## config.mk

```make
export PLATFORM = sky130hd
export DESIGN_NAME = kbi_top
export DESIGN_NICKNAME = d
export VERILOG_FILES = /design/src/inc/kbi_pkg.sv /design/src/inc/kbi_evt_if.sv /design/src/hw/kbi_detect.sv /design/src/hw/kbi_top.sv
export SDC_FILE = /design/constraint.sdc
export NUM_CORES = 1
export LEC_CHECK = 0
export ABC_AREA = 1
export BUFFER_PORTS_ARGS = -buffer_cell sky130_fd_sc_hd__buf_2
export CORE_MARGIN = 4
export CORE_UTILIZATION = 30
export DETAILED_ROUTE_END_ITERATION = 8
export GPL_ROUTABILITY_DRIVEN = 0
export PLACE_DENSITY = 0.56
export SETUP_SLACK_MARGIN = 0.15
export SYNTH_ARGS = -nofsm -noshare
export SYNTH_HDL_FRONTEND = slang
export SYNTH_HIERARCHICAL = 1
export SYNTH_SLANG_ARGS = --single-unit
export TNS_END_PERCENT = 100
```

## constraint.sdc

```tcl
create_clock -name SYS_CLK_I -period 2.2 [get_ports SYS_CLK_I]
set_input_delay 0.11 -clock SYS_CLK_I [delete_from_list [all_inputs] [get_ports SYS_CLK_I]]
set_output_delay 0.11 -clock SYS_CLK_I [all_outputs]
set_load 0.03 [all_outputs]
```

## src/inc/kbi_pkg.sv

```systemverilog
package kbi_pkg;
  // ****************************************
  // register map (byte addresses)
  // ****************************************
  localparam logic [7:0] ADDR_STATUS_CONTROL = 8'h00;
  localparam logic [7:0] ADDR_PIN_ENABLE = 8'h04;
  localparam logic [7:0] ADDR_IRQ_STATUS = 8'h08;
  localparam logic [7:0] ADDR_IRQ_MASK = 8'h0c;
  localparam logic [7:0] ADDR_MODE_CONTROL = 8'h10;
  // ****************************************
  // register field positions and pin counts
  // ****************************************
  localparam int POS_MODE = 0;
  localparam int POS_IRQ_EN = 1;
  localparam int POS_ACK = 2;
  localparam int POS_FLAG = 3;
  localparam int POS_POL_LO = 4;
  localparam int POS_STOP = 0;
  localparam int POS_EVT_SET = 0;
  localparam int POS_EVT_WAKE = 1;
  localparam int NUM_PINS = 8;
  localparam int NUM_FIXED_PINS = 4;
  // ****************************************
  // reset values
  // ****************************************
  localparam logic [3:0] RST_POLARITY = 4'h0;
  localparam logic [7:0] RST_PIN_ENABLE = 8'h00;
  localparam logic [1:0] RST_IRQ_MASK = 2'h0;
  localparam logic [7:0] RST_SYNC = 8'hff;
endpackage : kbi_pkg

```

## src/inc/kbi_evt_if.sv

```systemverilog
`timescale 1ns/1ps
// detector results passed to the register block
interface kbi_evt_if;
  logic [7:0] asserted;
  logic edge_hit;
  logic level_hold;
  logic wake;
  modport det (output asserted, output edge_hit, output level_hold, output wake);
  modport ctl (input asserted, input edge_hit, input level_hold, input wake);
endinterface : kbi_evt_if

```

## src/hw/kbi_detect.sv

```systemverilog
`timescale 1ns/1ps
module kbi_detect (
  input wire logic clk_i,
  input wire logic rst_i,
  input wire logic [7:0] pins_i,
  input wire logic [7:0] pin_en_i,
  input wire logic [3:0] pol_i,
  input wire logic mode_i,
  input wire logic stop_i,
  kbi_evt_if.det evt
);
  // ****************************************
  // synchroniser and sample history
  // ****************************************
  logic [7:0] sync1_reg, sync1_next;
  logic [7:0] sync2_reg, sync2_next;
  logic [7:0] prev_reg, prev_next;
  logic [7:0] pol_full;
  logic [7:0] act_now;
  logic [7:0] act_prev;

  always_comb
  begin
    sync1_next = pins_i;
    sync2_next = sync1_reg;
    prev_next = sync2_reg;
  end

  // history reset to high (deasserted for low-active pins)
  always_ff @(posedge clk_i)
  begin
    if (rst_i)
    begin
      sync1_reg <= kbi_pkg::RST_SYNC;
      sync2_reg <= kbi_pkg::RST_SYNC;
      prev_reg <= kbi_pkg::RST_SYNC;
    end
    else
    begin
      sync1_reg <= sync1_next;
      sync2_reg <= sync2_next;
      prev_reg <= prev_next;
    end
  end

  // pins 3..0 fixed falling/low, 7..4 selectable
  assign pol_full = {pol_i, 4'h0};
  // asserted level per pin, gated by enable
  assign act_now = (sync2_reg ^ ~pol_full) & pin_en_i;
  assign act_prev = (prev_reg ^ ~pol_full) & pin_en_i;

  // one sample per cycle: deasserted then asserted
  // new assertions while the other pins stayed deasserted
  assign evt.edge_hit = ~stop_i && ((act_now & ~act_prev) != 8'h00)
    && ((act_prev & act_now) == 8'h00);
  assign evt.level_hold = mode_i && (act_now != 8'h00);
  assign evt.asserted = act_now;
  // stop mode: raw level wake, no clock needed
  assign evt.wake = stop_i && (((pins_i ^ ~pol_full) & pin_en_i) != 8'h00);
endmodule : kbi_detect

```

## src/hw/kbi_top.sv

```systemverilog
`timescale 1ns/1ps
// Operation
// - inputs sampled once per clock; deasserted level must precede an edge
// - falling edge: high in one cycle, low the next
// - rising edge: low in one cycle, high the next
// - mode 0 sets flag when pins newly assert while others stay deasserted
// - mode 1 holds flag set while any enabled pin stays asserted
// - stop mode: enabled pins act as asynchronous level wake sources
// - any detected edge on an enabled pin sets the event flag
// - irq enable 1 requests interrupt while event flag is 1
// - writing 1 to acknowledge clears the event flag
// - mode 0: acknowledge write clears the flag unless an edge is detected in the same cycle
// - pins 3..0 falling/low; pins 7..4 follow their polarity bit
// - only pins with enable bit 1 take part in detection
// - acknowledge bit is write-only, reads as 0
// - irq enable 0: no interrupt, flag still set and readable
module kbi_top (
  input wire logic SYS_CLK_I,
  input wire logic SYS_RST_I,
  input wire logic [31:0] HADDR_I,
  input wire logic [1:0] HTRANS_I,
  input wire logic HWRITE_I,
  input wire logic [2:0] HSIZE_I,
  input wire logic [31:0] HWDATA_I,
  input wire logic HSEL_I,
  input wire logic HREADY_I,
  output logic [31:0] HRDATA_O,
  output logic HREADYOUT_O,
  output logic HRESP_O,
  input wire logic [7:0] KEY_PINS_I,
  output logic KEY_IRQ_O,
  output logic KEY_WAKE_O,
  output logic KEY_INT_O
);
  // ****************************************
  // bus address phase capture
  // ****************************************
  logic wr_pend_reg, wr_pend_next;
  logic rd_pend_reg, rd_pend_next;
  logic [7:0] addr_reg, addr_next;
  logic phase_ok;

  // hsize ignored: only whole-word singles are used on this bus
  assign phase_ok = HSEL_I && HREADY_I && HTRANS_I[1];

  always_comb
  begin
    wr_pend_next = phase_ok && HWRITE_I;
    rd_pend_next = phase_ok && !HWRITE_I;
    addr_next = phase_ok ? HADDR_I[7:0] : addr_reg;
  end

  always_ff @(posedge SYS_CLK_I)
  begin
    if (SYS_RST_I)
    begin
      wr_pend_reg <= 1'b0;
      rd_pend_reg <= 1'b0;
      addr_reg <= 8'h00;
    end
    else
    begin
      wr_pend_reg <= wr_pend_next;
      rd_pend_reg <= rd_pend_next;
      addr_reg <= addr_next;
    end
  end

  assign HREADYOUT_O = 1'b1;
  assign HRESP_O = 1'b0;

  // ****************************************
  // control registers
  // ****************************************
  logic mode_reg, mode_next;
  logic irq_en_reg, irq_en_next;
  logic [3:0] pol_reg, pol_next;
  logic [7:0] pin_en_reg, pin_en_next;
  logic stop_reg, stop_next;
  logic flag_reg, flag_next;
  logic [1:0] ist_reg, ist_next;
  logic [1:0] imask_reg, imask_next;
  logic [31:0] rdata_reg, rdata_next;
  logic wr_sc, wr_pe, wr_im, wr_md, rd_is;
  logic ack;
  logic wake_q_reg, wake_q_next;
  logic wake_sync;
  kbi_evt_if evt ();

  assign wr_sc = wr_pend_reg && (addr_reg == kbi_pkg::ADDR_STATUS_CONTROL);
  assign wr_pe = wr_pend_reg && (addr_reg == kbi_pkg::ADDR_PIN_ENABLE);
  assign wr_im = wr_pend_reg && (addr_reg == kbi_pkg::ADDR_IRQ_MASK);
  assign wr_md = wr_pend_reg && (addr_reg == kbi_pkg::ADDR_MODE_CONTROL);
  assign rd_is = rd_pend_reg && (addr_reg == kbi_pkg::ADDR_IRQ_STATUS);
  assign ack = wr_sc && HWDATA_I[kbi_pkg::POS_ACK];
  // status sees the synchronised level; the raw wake path is not clocked logic
  assign wake_sync = stop_reg && (evt.asserted != 8'h00);

  kbi_detect u_detect (
    .clk_i(SYS_CLK_I),
    .rst_i(SYS_RST_I),
    .pins_i(KEY_PINS_I),
    .pin_en_i(pin_en_reg),
    .pol_i(pol_reg),
    .mode_i(mode_reg),
    .stop_i(stop_reg),
    .evt(evt.det)
  );

  always_comb
  begin
    mode_next = wr_sc ? HWDATA_I[kbi_pkg::POS_MODE] : mode_reg;
    irq_en_next = wr_sc ? HWDATA_I[kbi_pkg::POS_IRQ_EN] : irq_en_reg;
    pol_next = wr_sc ? HWDATA_I[kbi_pkg::POS_POL_LO +: 4] : pol_reg;
    pin_en_next = wr_pe ? HWDATA_I[7:0] : pin_en_reg;
    imask_next = wr_im ? HWDATA_I[1:0] : imask_reg;
    stop_next = wr_md ? HWDATA_I[kbi_pkg::POS_STOP] : stop_reg;
    // ack clears in either mode, but setting wins
    flag_next = flag_reg && !ack;
    // edge sets flag; level hold overrides ack
    if (evt.edge_hit || evt.level_hold)
      flag_next = 1'b1;
    // sticky event status, cleared by its read; new events win
    ist_next = rd_is ? 2'h0 : ist_reg;
    if (evt.edge_hit)
      ist_next[kbi_pkg::POS_EVT_SET] = 1'b1;
    if (wake_sync && !wake_q_reg)
      ist_next[kbi_pkg::POS_EVT_WAKE] = 1'b1;
    wake_q_next = wake_sync;
  end

  always_ff @(posedge SYS_CLK_I)
  begin
    if (SYS_RST_I)
    begin
      mode_reg <= 1'b0;
      irq_en_reg <= 1'b0;
      pol_reg <= kbi_pkg::RST_POLARITY;
      pin_en_reg <= kbi_pkg::RST_PIN_ENABLE;
      imask_reg <= kbi_pkg::RST_IRQ_MASK;
      stop_reg <= 1'b0;
      flag_reg <= 1'b0;
      ist_reg <= 2'h0;
      wake_q_reg <= 1'b0;
    end
    else
    begin
      mode_reg <= mode_next;
      irq_en_reg <= irq_en_next;
      pol_reg <= pol_next;
      pin_en_reg <= pin_en_next;
      imask_reg <= imask_next;
      stop_reg <= stop_next;
      flag_reg <= flag_next;
      ist_reg <= ist_next;
      wake_q_reg <= wake_q_next;
    end
  end

  // ****************************************
  // read data, registered in the address phase's next cycle
  // ****************************************
  always_comb
  begin
    rdata_next = 32'h0000_0000;
    if (phase_ok && !HWRITE_I)
    begin
      case (HADDR_I[7:0])
        kbi_pkg::ADDR_STATUS_CONTROL:
          // ack position always reads 0
          rdata_next = {24'h000000, pol_reg, flag_reg, 1'b0, irq_en_reg, mode_reg};
        kbi_pkg::ADDR_PIN_ENABLE:
          rdata_next = {24'h000000, pin_en_reg};
        kbi_pkg::ADDR_IRQ_STATUS:
          rdata_next = {30'h00000000, ist_reg};
        kbi_pkg::ADDR_IRQ_MASK:
          rdata_next = {30'h00000000, imask_reg};
        kbi_pkg::ADDR_MODE_CONTROL:
          rdata_next = {31'h00000000, stop_reg};
        default:
          rdata_next = 32'h0000_0000;
      endcase
    end
  end

  always_ff @(posedge SYS_CLK_I)
  begin
    if (SYS_RST_I)
      rdata_reg <= 32'h0000_0000;
    else
      rdata_reg <= rdata_next;
  end

  assign HRDATA_O = rdata_reg;

  // ****************************************
  // outputs
  // ****************************************
  // flag polls with irq enable 0, requests with 1
  assign KEY_IRQ_O = flag_reg && irq_en_reg;
  // asynchronous path so a halted clock still wakes
  assign KEY_WAKE_O = evt.wake;
  assign KEY_INT_O = (ist_reg & imask_reg) != 2'h0;
endmodule : kbi_top

```

After elaboration in Yosys (flattened, before gate mapping)
Cells that the tools add are included.
{"block": "op_classes", "n_eq_ne": 8, "mux": 5, "n_reduce_logical": 32, "n_bitwise": 13}
{"op": "8-bit bitwise AND", "n": 5}
{"op": "8-bit case mux with 5 select lines", "n": 1}
{"op": "8-bit by 4-bit == test with 1-bit output, second input constant", "n": 4}
{"op": "8-bit logical NOT", "n": 3}
{"op": "8-bit nonzero test", "n": 3}
{"op": "8-bit XOR", "n": 3}
{"op": "1-bit logical AND", "n": 18}
{"op": "8-bit by 3-bit == test with 1-bit output, second input constant", "n": 2}
{"op": "8-bit by 5-bit == test with 1-bit output, second input constant", "n": 2}
{"op": "8-bit NOT", "n": 2}
{"op": "2-bit nonzero test", "n": 3}
{"op": "1-bit logical NOT", "n": 3}
{"op": "1-bit 2-to-1 mux", "n": 3}
{"op": "2-bit bitwise AND", "n": 1}
{"op": "2-bit 2-to-1 mux", "n": 1}
{"op": "1-bit NOT", "n": 2}
{"op": "2-bit OR reduction", "n": 1}
{"op": "1-bit logical OR", "n": 1}
{"block": "word_totals", "output_inout_bits": 37, "regBits": 87}

Longest topological paths before layout
Gate-level depths: netlist of the first run.
{"block": "depth", "word_depth": 10, "ltp_mapped": 10}

By module
Netlist of the first run, hierarchy kept.
{"mod": "kbi_top", "cells_per_inst": 266, "seq_area_each_um2": 780.7, "n_inst": 1, "area_per_inst_um2": 1891.8}
{"mod": "kbi_detect", "cells_per_inst": 160, "seq_area_each_um2": 480.5, "n_inst": 1, "area_per_inst_um2": 1087.3}

Least setup slack after synthesis of the first run
OpenSTA, ideal clock, no wires.
{"block": "synth_path", "kind": "flip-flop to output port", "from": "register pol_reg[0]", "to": "output KEY_WAKE_O", "arrival_time_ps": 1153, "path_buffers": 0, "t_required_ps": 2090, "path_stages_with_launch": 7, "slack_ps": 937, "path_cell_list": "dfxtp_1 > inv_1 > a21oi_1 > o21ai_0 > nand3_1 > nor2_1 > nor2_1"}
{"block": "synth_between", "elab_chain_cells": 5}
{"item": "start: declaration", "line_no": "kbi_top.sv:77", "rtl": "logic [3:0] pol_reg, pol_next;"}
{"item": "start signal: assignment", "line_no": "kbi_top.sv:138", "rtl": "pol_reg <= kbi_pkg::RST_POLARITY;"}
{"item": "start signal: assignment", "line_no": "kbi_top.sv:150", "rtl": "pol_reg <= pol_next;"}
{"item": "8-bit NOT", "line_no": "kbi_detect.sv:59", "rtl": "assign evt.wake = stop_i && (((pins_i ^ ~pol_full) & pin_en_i) != 8'h00);"}
{"item": "8-bit XOR", "line_no": "kbi_detect.sv:59"}
{"item": "8-bit bitwise AND", "line_no": "kbi_detect.sv:59"}
{"item": "8-bit nonzero test", "line_no": "kbi_detect.sv:59"}
{"item": "1-bit logical AND", "line_no": "kbi_detect.sv:59"}
{"item": "end: declaration", "line_no": "kbi_top.sv:32", "rtl": "output logic KEY_WAKE_O,"}
Every way passes these cells.

Final worst setup path of the first run
Same ends and word-level chain as after synthesis.

==> flow_summary.json, run 1 <==
{
  "status": "complete, no violations",
  "startpoint_type": "register",
  "syn_area_per_cell_um2": 6.99,
  "wl_mm": 6.52,
  "num_antenna_cells": 0,
  "num_io_pins": 119,
  "grt_first_pass_wirelength_mm": 11.2,
  "vias": 2531,
  "setup_violations": 0,
  "grt_max_degree": 27,
  "dr.pass1.iters": 4,
  "grt_pass1_vias": 2423,
  "wl_per_cell_um": 10.6,
  "fin_crit_sh_pct": 77.6,
  "clock_sinks": 63,
  "period_needed_ns": 1.71,
  "holdWs_ns": 0.0375,
  "grt_setup_unrepaired": "no",
  "synth_top_cell_by_area": "dfxtp_1",
  "switching_share_pct": 25.6,
  "yosys-top-cells-area": "dfxtp_1 42%, nand2_1 9.6%, nor2_1 9.4%",
  "clock_latency_ns": 0.34,
  "grt.overflow.total": 0,
  "p_per_area_mw_per_mm2": 681,
  "area_growth_pct": 17.9,
  "relSlewSlack_pct": 58.9,
  "clkTransAtPathRegs_ns": 0.07,
  "slew_violations": 0,
  "pwr-share-clk_pct": 41.8,
  "dr.first_iter.drc_count": 74,
  "route.detailed.drc": 0,
  "max_freq_mhz": 585,
  "power_switching_mw": 0.613,
  "netlist_area_mm2": 0.00298,
  "cts_made_buffers": 9,
  "avgViaCountPerCell": 4.10,
  "root_buffer": "clkbuf_8",
  "die_h_um": 108,
  "port_buffers": 40,
  "drtAntennaViolNets": 0,
  "critPathArrivalTime_ns": 1.60,
  "seq_power_share_pct": 49.4,
  "final_nets": 562,
  "critical_path_class": "reg2out",
  "antenna_found_initial": 0,
  "internal-power_mw": 1.78,
  "ys_seq_area_share_pct": 42.3,
  "required_ns": 2.09,
  "cp-end-kind": "primary output",
  "htreeDepth": 3,
  "setup-tns-final_ns": 0,
  "hold_viol": 0,
  "pwr-share-comb_pct": 8.8,
  "cts_tree": "done",
  "skew_ns": 0.00963,
  "power_mw": 2.39,
  "ys_warn_count": 6,
  "synth_top_area_share_pct": 42.3,
  "p_leak_nw": 1.70,
  "drive_gt1_share_pct": 19.6,
  "yosys_register_bits": 63,
  "grt_use_total_pct": 12.3,
  "cp_max_fo": 5,
  "worstMarginPinSlew_ns": 0.616,
  "die_w_um": 108,
  "core_mm2": 0.00973,
  "syn-instance-count": 426,
  "drv_cap": 0,
  "clockBufferDepth": 2,
  "initial_core_util_pct": 30.6,
  "fp.dieArea_mm2": 0.0116,
  "num_rows": 36,
  "synth_cell_types": 31,
  "hold_path.class": "in2reg",
  "hpwl_mm": 5.15,
  "peakVddDrop_mv": 0.295
}
-- per-layer routing --
metal	global-route usage, %	wire, µm	vias to the layer above
li1	-	-	1366
met1	15.7	3120	1092
met2	19.6	2910	61
met3	2.88	363	12
met4	5.41	121	0
met5	0	0	-
-- timing repair --
item	CTS	global route
setup buffers	0	0
endpoints found under the setup margin	0	0
resized for setup	0	0
hold buffers	9	0
hold endpoints to repair	9	0
-- cells in the mapped netlist --
master    instances
nor3_2            1
nor3_1            2
nand4_1           1
clkinv_4          2
o22ai_1           2
nor2_4            2
dfxtp_1          63
clkbuf_1          3
inv_1            57
o211ai_1          1
a22o_1            1
o21ai_0          32
inv_2             3
nor3b_1           1
xor2_1            1
nand3_2           3
nor2_2            5
clkinv_2          1
nand2_2           3
buf_4            26
buf_2             1
o21a_1            1
or2_2            17
and3_1            1
conb_1            2
nor2_1           75
nand2_4           2
a21oi_1          17
nand3_1          23
nand3b_1          1
nand2_1          76
-- path summary, 6_finish.rpt --
path | endpoint | slack, ns | depth (start not counted) | startpoint
worst max register to register | flag_reg | 0.80 | 8 | pol_reg[1]
worst min register to register | u_detect/prev_next[3] | 0.41 | 1 | u_detect/sync1_reg[3]
worst max-delay path | KEY_WAKE_O | 0.49 | 7 | pol_reg[0]
worst min-delay path | pol_reg[3] | 0.04 | 3 | HWDATA_I[7]
-- layout make-up --
cell class              count  area, µm²
clock buffers              10        138
clock inverters             6       60.1
inverters                  63        248
well taps                 133        166
multi-input cells         294       1350
fillers                  1089       6220
flip-flops and latches     63       1260
repair buffers             49        290
-- power groups by stage --
| stage | combinational, mW | clock (mW) | sequential (mW) |
|---|---|---|---|
| 4_1_cts | 0.212 | 1.03 | 1.18 |
| 2_1_floorplan | 0.178 | 0 | 1.20 |
| 3_3_place_gp | 0.196 | 0 | 1.21 |
| 3_5_place_dp | 0.198 | 0 | 1.21 |
| 6_report | 0.211 | 0.999 | 1.18 |
| 5_1_grt | 0.240 | 1.08 | 1.18 |
-- logic make-up after synthesis --
logic type / share of synthesized area [%]
AND/OR/NAND/NOR: 32.3
buffers and inverters: 15.4
flip-flops: 42.3
AO/OA/AOI/OAI: 9.45
other: 0.252
XOR/XNOR: 0.294
-- critical path, cell delays in order (launching register included) --
cell and delay [ns]:
dfxtp_1 0.43, inv_1 0.12, a21oi_1 0.14, o21ai_0 0.09, nand3_1 0.11, nor2_1 0.05
nor2_1 0.10, buf_2 0.21
-- through the flow --
| step | cells | utilization, % | worst slack, ns | area [µm²] |
|---|---|---|---|---|
| 4_1_cts | 618 | 36.1 | 0.472 | 3510 |
| 5_1_grt | 618 | 36.1 | 0.307 | 3510 |
| 3_5_place_dp | 593 | 33.1 | 0.784 | 3220 |
| 3_3_place_gp | 593 | 33.1 | 0.798 | 3220 |
| 2_1_floorplan | 450 | - | 0.937 | 3070 |
| 6_report | 618 | 36.1 | 0.492 | 3510 |
-- layout by cell type, fill, tap and decap left out, types with 2 or more instances in the layout --
cell type      count
clkinv_4           2
nor3_1             2
nor2_2             5
clkbuf_8          10
nand2_1           76
a21oi_1           17
nor2_4             2
nand3_2            3
conb_1            26
clkinv_2           4
dfxtp_1           63
inv_1             57
clkinvlp_4         2
inv_2              3
dlygate4sd3_1      9
or2_2             17
o21ai_0           32
buf_2             40
nor2_1            75
nand2_2            3
nand2_4            2
nand3_1           23
o22ai_1            2
(Power assumes the default switching activity.)
==> run 2, diff against run 1 <==
==> constraint.sdc (replaced) <==
create_clock -name SYS_CLK_I -period 1.7 [get_ports SYS_CLK_I]
set_input_delay 0.085 -clock SYS_CLK_I [delete_from_list [all_inputs] [get_ports SYS_CLK_I]]
set_output_delay 0.085 -clock SYS_CLK_I [all_outputs]
set_load 0.03 [all_outputs]
==> flow_summary.json, run 2 (synthesized netlist as in run 1, its figures left out) <==
{
  "status": "complete, no violations",
  "r2r-start": "pol_reg[0]",
  "multiInputGateArea_mm2": 0.00138,
  "worstMarginPinSlew_ns": 0.637,
  "period_needed_ns": 1.45,
  "setup-tns-final_ns": 0,
  "grt_setup_unrepaired": "no",
  "cp-startpoint": "pin_en_reg[1]",
  "core_mm2": 0.00973,
  "num_io_pins": 119,
  "wl_per_cell_um": 11.1,
  "slew_violations": 0,
  "fp.dieArea_mm2": 0.0116,
  "cts_made_buffers": 9,
  "grt.overflow.total": 0,
  "clkTransAtPathRegs_ns": 0.07,
  "critPathSlowestCell": "dfxtp_1",
  "area_growth_pct": 21.8,
  "num_antenna_cells": 0,
  "final_cell_mix": "76 x nand2_1, 73 x nor2_1, 56 x inv_1",
  "placed_area_mm2": 0.00324,
  "cp_cell_sequence": "inv_1, o22ai_2, nor2_1, nand2_1, nor2_2, nor2_2, buf_6",
  "antenna_found_initial": 0,
  "crit_end": "KEY_WAKE_O",
  "cp_max_fo": 3,
  "avgViaCountPerCell": 4.24,
  "hold_viol": 0,
  "setup_violations": 0,
  "crit_top_cell": "nor2_2",
  "max_freq_mhz": 689,
  "htreeDepth": 3,
  "cpPeakStageDelay_ns": 0.38,
  "regToRegSetupSlack_ns": 0.30,
  "fillers": 1055,
  "initial_core_util_pct": 30.6,
  "dr.first_iter.drc_count": 74,
  "critical_path_class": "reg2out",
  "critPathArrivalTime_ns": 1.37,
  "design_area_mm2": 0.00363,
  "dr.pass1.iters": 4,
  "startpoint_type": "register",
  "cts_tree": "done",
  "drtAntennaViolNets": 0,
  "p_leak_nw": 1.76,
  "vias": 2655,
  "num_rows": 36,
  "fin_crit_sh_pct": 85.4,
  "final_common_cell": "nand2_1",
  "p_per_area_mw_per_mm2": 851,
  "route.detailed.drc": 0,
  "hpwl_mm": 5.33,
  "cp-end-kind": "primary output",
  "required_ns": 1.62,
  "final_util_pct": 37.3,
  "peakVddDrop_mv": 0.331,
  "power_mw": 3.09,
  "root_buffer": "clkbuf_8",
  "seq_area_mm2": 0.00129,
  "grt_use_total_pct": 12.5,
  "wl_mm": 6.93,
  "die_w_um": 108,
  "reg2reg_depth": 9,
  "grt_max_degree": 27,
  "relSlewSlack_pct": 57.5,
  "grt_pass1_vias": 2487,
  "rr_endpoint": "flag_reg",
  "die_h_um": 108,
  "clock_sinks": 63,
  "clock_latency_ns": 0.34,
  "hold_path.class": "in2reg",
  "skew_ns": 0.00738,
  "grt_first_pass_wirelength_mm": 11.3,
  "drive_gt1_share_pct": 23.5,
  "drv_cap": 0,
  "port_buffers": 40,
  "clockBufferDepth": 2,
  "final_nets": 570
}
## run 2: where the power goes
group          internal (mW)  switching, mW
clock                  0.711          0.569
sequential              1.51         0.0177
combinational         0.0884          0.196
## run 2: cell type report
type / count / share of cell area (%)
repair buffers: 57 / 9.97
clock buffers: 12 / 4.00
clock inverters: 4 / 1.24
multi-input cells: 294 / 37.9
inverters: 63 / 6.83
flip-flops and latches: 63 / 35.5
well taps: 133 / 4.59
## run 2: routing by layer
metal / GRT usage (%) / up-vias / share of wire (%)
met5: 0 / - / 0
met4: 3.43 / 0 / 0.95
met3: 4.86 / 6 / 5.4
met2: 20.7 / 61 / 46
met1: 15.2 / 1207 / 48
li1: - / 1381 / -
## run 2: how the worst min path moves through the flow
| stage | cells after the start | endpoint | start | slack, ns |
|---|---|---|---|---|
| after floorplan | 1 | flag_reg | SYS_RST_I | 0.15 |
| after global placement | 2 | rd_pend_reg | HWRITE_I | 0.29 |
| after detailed placement | 2 | rd_pend_reg | HWRITE_I | 0.28 |
| after CTS | 3 | pol_reg[0] | HWDATA_I[4] | 0.006 |
| after global routing | 3 | pin_en_reg[4] | HWDATA_I[4] | 0.02 |
| final | 3 | pol_reg[0] | HWDATA_I[4] | 0.01 |
## run 2: worst max-delay path, delay by kind of cell, from the launching register on
| kind | cells | cell delay, ns |
|---|---|---|
| flip-flops | 1 | 0.38 |
| AND/OR/NAND/NOR | 4 | 0.28 |
| buffers and inverters | 2 | 0.24 |
| AO/OA/AOI/OAI | 1 | 0.13 |
## run 2: stage by stage
stage / setup slack, ns / std cells / hold WS, ns
floorplan: 0.462 / 450 / 0.154
global placement: 0.296 / 595 / 0.288
detailed placement: 0.261 / 595 / 0.283
CTS: 0.157 / 624 / 0.00568
global route: 0.155 / 626 / 0.0213
finish: 0.249 / 626 / 0.0128
## run 2: timing repair
action                                  in CTS  in global routing
endpoints found under the setup margin       1                  1
pin swaps                                    2                  2
endpoints found under the hold margin       10                  0
setup buffers                                2                  2
gates resized for setup                     12                 15
hold buffers                                11                  0
==> run 3, diff against run 2 <==
--- a/config.mk
+++ b/config.mk
@@ -12,6 +12,7 @@
 export DETAILED_ROUTE_END_ITERATION = 8
 export GPL_ROUTABILITY_DRIVEN = 0
 export PLACE_DENSITY = 0.56
+export RECOVER_POWER = 50
 export SETUP_SLACK_MARGIN = 0.15
 export SYNTH_ARGS = -nofsm -noshare
 export SYNTH_HDL_FRONTEND = slang
==> flow_summary.json, run 3 (synthesized netlist as in run 1, its figures left out) <==
{
  "status": "complete, no violations",
  "cpPeakStageDelay_ns": 0.54,
  "die_h_um": 108,
  "antenna_found_initial": 0,
  "num_antenna_cells": 0,
  "num_io_pins": 119,
  "placed_area_mm2": 0.00324,
  "core_mm2": 0.00973,
  "regToRegSetupSlack_ns": 0.30,
  "fillers": 1056,
  "clkTransAtPathRegs_ns": 0.06,
  "area_growth_pct": 21.0,
  "final_nets": 570,
  "hpwl_mm": 5.33,
  "cp_cell_sequence": "dlygate4sd3_1, clkbuf_1, a21oi_2, o21ai_1, nand3_2, nor2_2, nor2_2, buf_6",
  "drv_cap": 0,
  "cp-startpoint": "KEY_PINS_I[4]",
  "critPathArrivalTime_ns": 1.37,
  "worstMarginPinSlew_ns": 0.639,
  "grt_pass1_vias": 2487,
  "drtAntennaViolNets": 0,
  "required_ns": 1.62,
  "startpoint_type": "input port",
  "grt_first_pass_wirelength_mm": 11.3,
  "design_area_mm2": 0.00360,
  "max_freq_mhz": 689,
  "final_cell_mix": "76 x nand2_1, 73 x nor2_1, 56 x inv_1",
  "crit_family": "buffers and inverters",
  "fin_ws_ns": 0.249,
  "hold_viol": 0,
  "dr.pass1.iters": 4,
  "final_util_pct": 37.0,
  "hold_path.class": "in2reg",
  "p_per_area_mw_per_mm2": 856,
  "grt.overflow.total": 0,
  "critPathSlowestCell": "dlygate4sd3_1",
  "htreeDepth": 3,
  "final_common_cell": "nand2_1",
  "grt_use_total_pct": 12.5,
  "clock_sinks": 63,
  "initial_core_util_pct": 30.6,
  "relSlewSlack_pct": 57.3,
  "critPathBufInv": 3,
  "grt_setup_unrepaired": "no",
  "cts_made_buffers": 9,
  "clockBufferDepth": 2,
  "route.detailed.drc": 0,
  "crit_top_cell": "nor2_2",
  "slew_violations": 0,
  "dr.first_iter.drc_count": 71,
  "vias": 2656,
  "num_rows": 36,
  "die_w_um": 108,
  "cp_max_fo": 3,
  "seq_area_mm2": 0.00129,
  "port_buffers": 40,
  "clock_latency_ns": 0.34,
  "drive_gt1_share_pct": 20.3,
  "cp-end-kind": "primary output",
  "fp.dieArea_mm2": 0.0116,
  "multiInputGateArea_mm2": 0.00138,
  "hp-start": "HWDATA_I[4]",
  "setup_violations": 0,
  "avgViaCountPerCell": 4.24,
  "skew_ns": 0.00751,
  "r2r-start": "pol_reg[0]",
  "fin_crit_sh_pct": 85.3,
  "dp_slack_ns": 0.261,
  "setup-tns-final_ns": 0,
  "wl_per_cell_um": 11.1,
  "power_mw": 3.09,
  "critical_path_class": "in2out",
  "wl_mm": 6.93,
  "peakVddDrop_mv": 0.331,
  "p_leak_nw": 1.70,
  "root_buffer": "clkbuf_8",
  "period_needed_ns": 1.45,
  "cts_tree": "done",
  "grt_max_degree": 27
}
[run 3: changes by cell type in the layout (fill, tap and decap cells not counted), sizes merged]
cell	change
clkbuf	+16
buf	-16
[run 3: final timing paths]
kind                                end  cells past startpoint
setup reg to reg               flag_reg                      9
hold / removal               pol_reg[0]                      3
setup / recovery             KEY_WAKE_O                      8
hold reg to reg   u_detect/prev_next[0]                      1
[run 3: area by class of cell]
class | count | share of cell area (%)
clock buffers | 12 | 4.03
clock inverters | 4 | 1.25
inverters | 63 | 6.87
multi-input cells | 294 | 38.1
flip-flops and latches | 63 | 35.7
well taps | 133 | 4.62
repair buffers | 57 | 9.41
[run 3: tightest hold or removal path, cell delays in order]
cell and delay [ns]:
buf_2 0.09, o21ai_0 0.07, nor2_1 0.07
[run 3: timing repair]
item	4_1_cts	5_1_grt
endpoints found under the setup margin	1	1
buffers inserted	2	2
hold buffers	11	0
pin swaps	2	2
hold endpoints to repair	10	0
gates resized for setup	12	15
[run 3: stage by stage]
step / std cells / hold slack, ns
2_1_floorplan: 450 / 0.154
3_3_place_gp: 595 / 0.288
3_5_place_dp: 595 / 0.283
4_1_cts: 624 / 0.00568
5_1_grt: 626 / 0.0213
6_report: 626 / 0.0103
[run 3: layer usage]
metal / wire length (µm) / share of wire [%] / up-vias / track usage, %
met3: 460 / 6.6 / 6 / 4.86
met5: 0 / 0 / - / 0
met2: 3190 / 46 / 66 / 20.7
li1: - / - / 1383 / -
met1: 3210 / 46 / 1201 / 15.2
met4: 77 / 1.1 / 0 / 3.43
[run 3: power breakdown]
| group | switching [mW] | internal (mW) |
|---|---|---|
| sequential | 0.0177 | 1.51 |
| combinational | 0.196 | 0.0851 |
| clock | 0.571 | 0.711 |
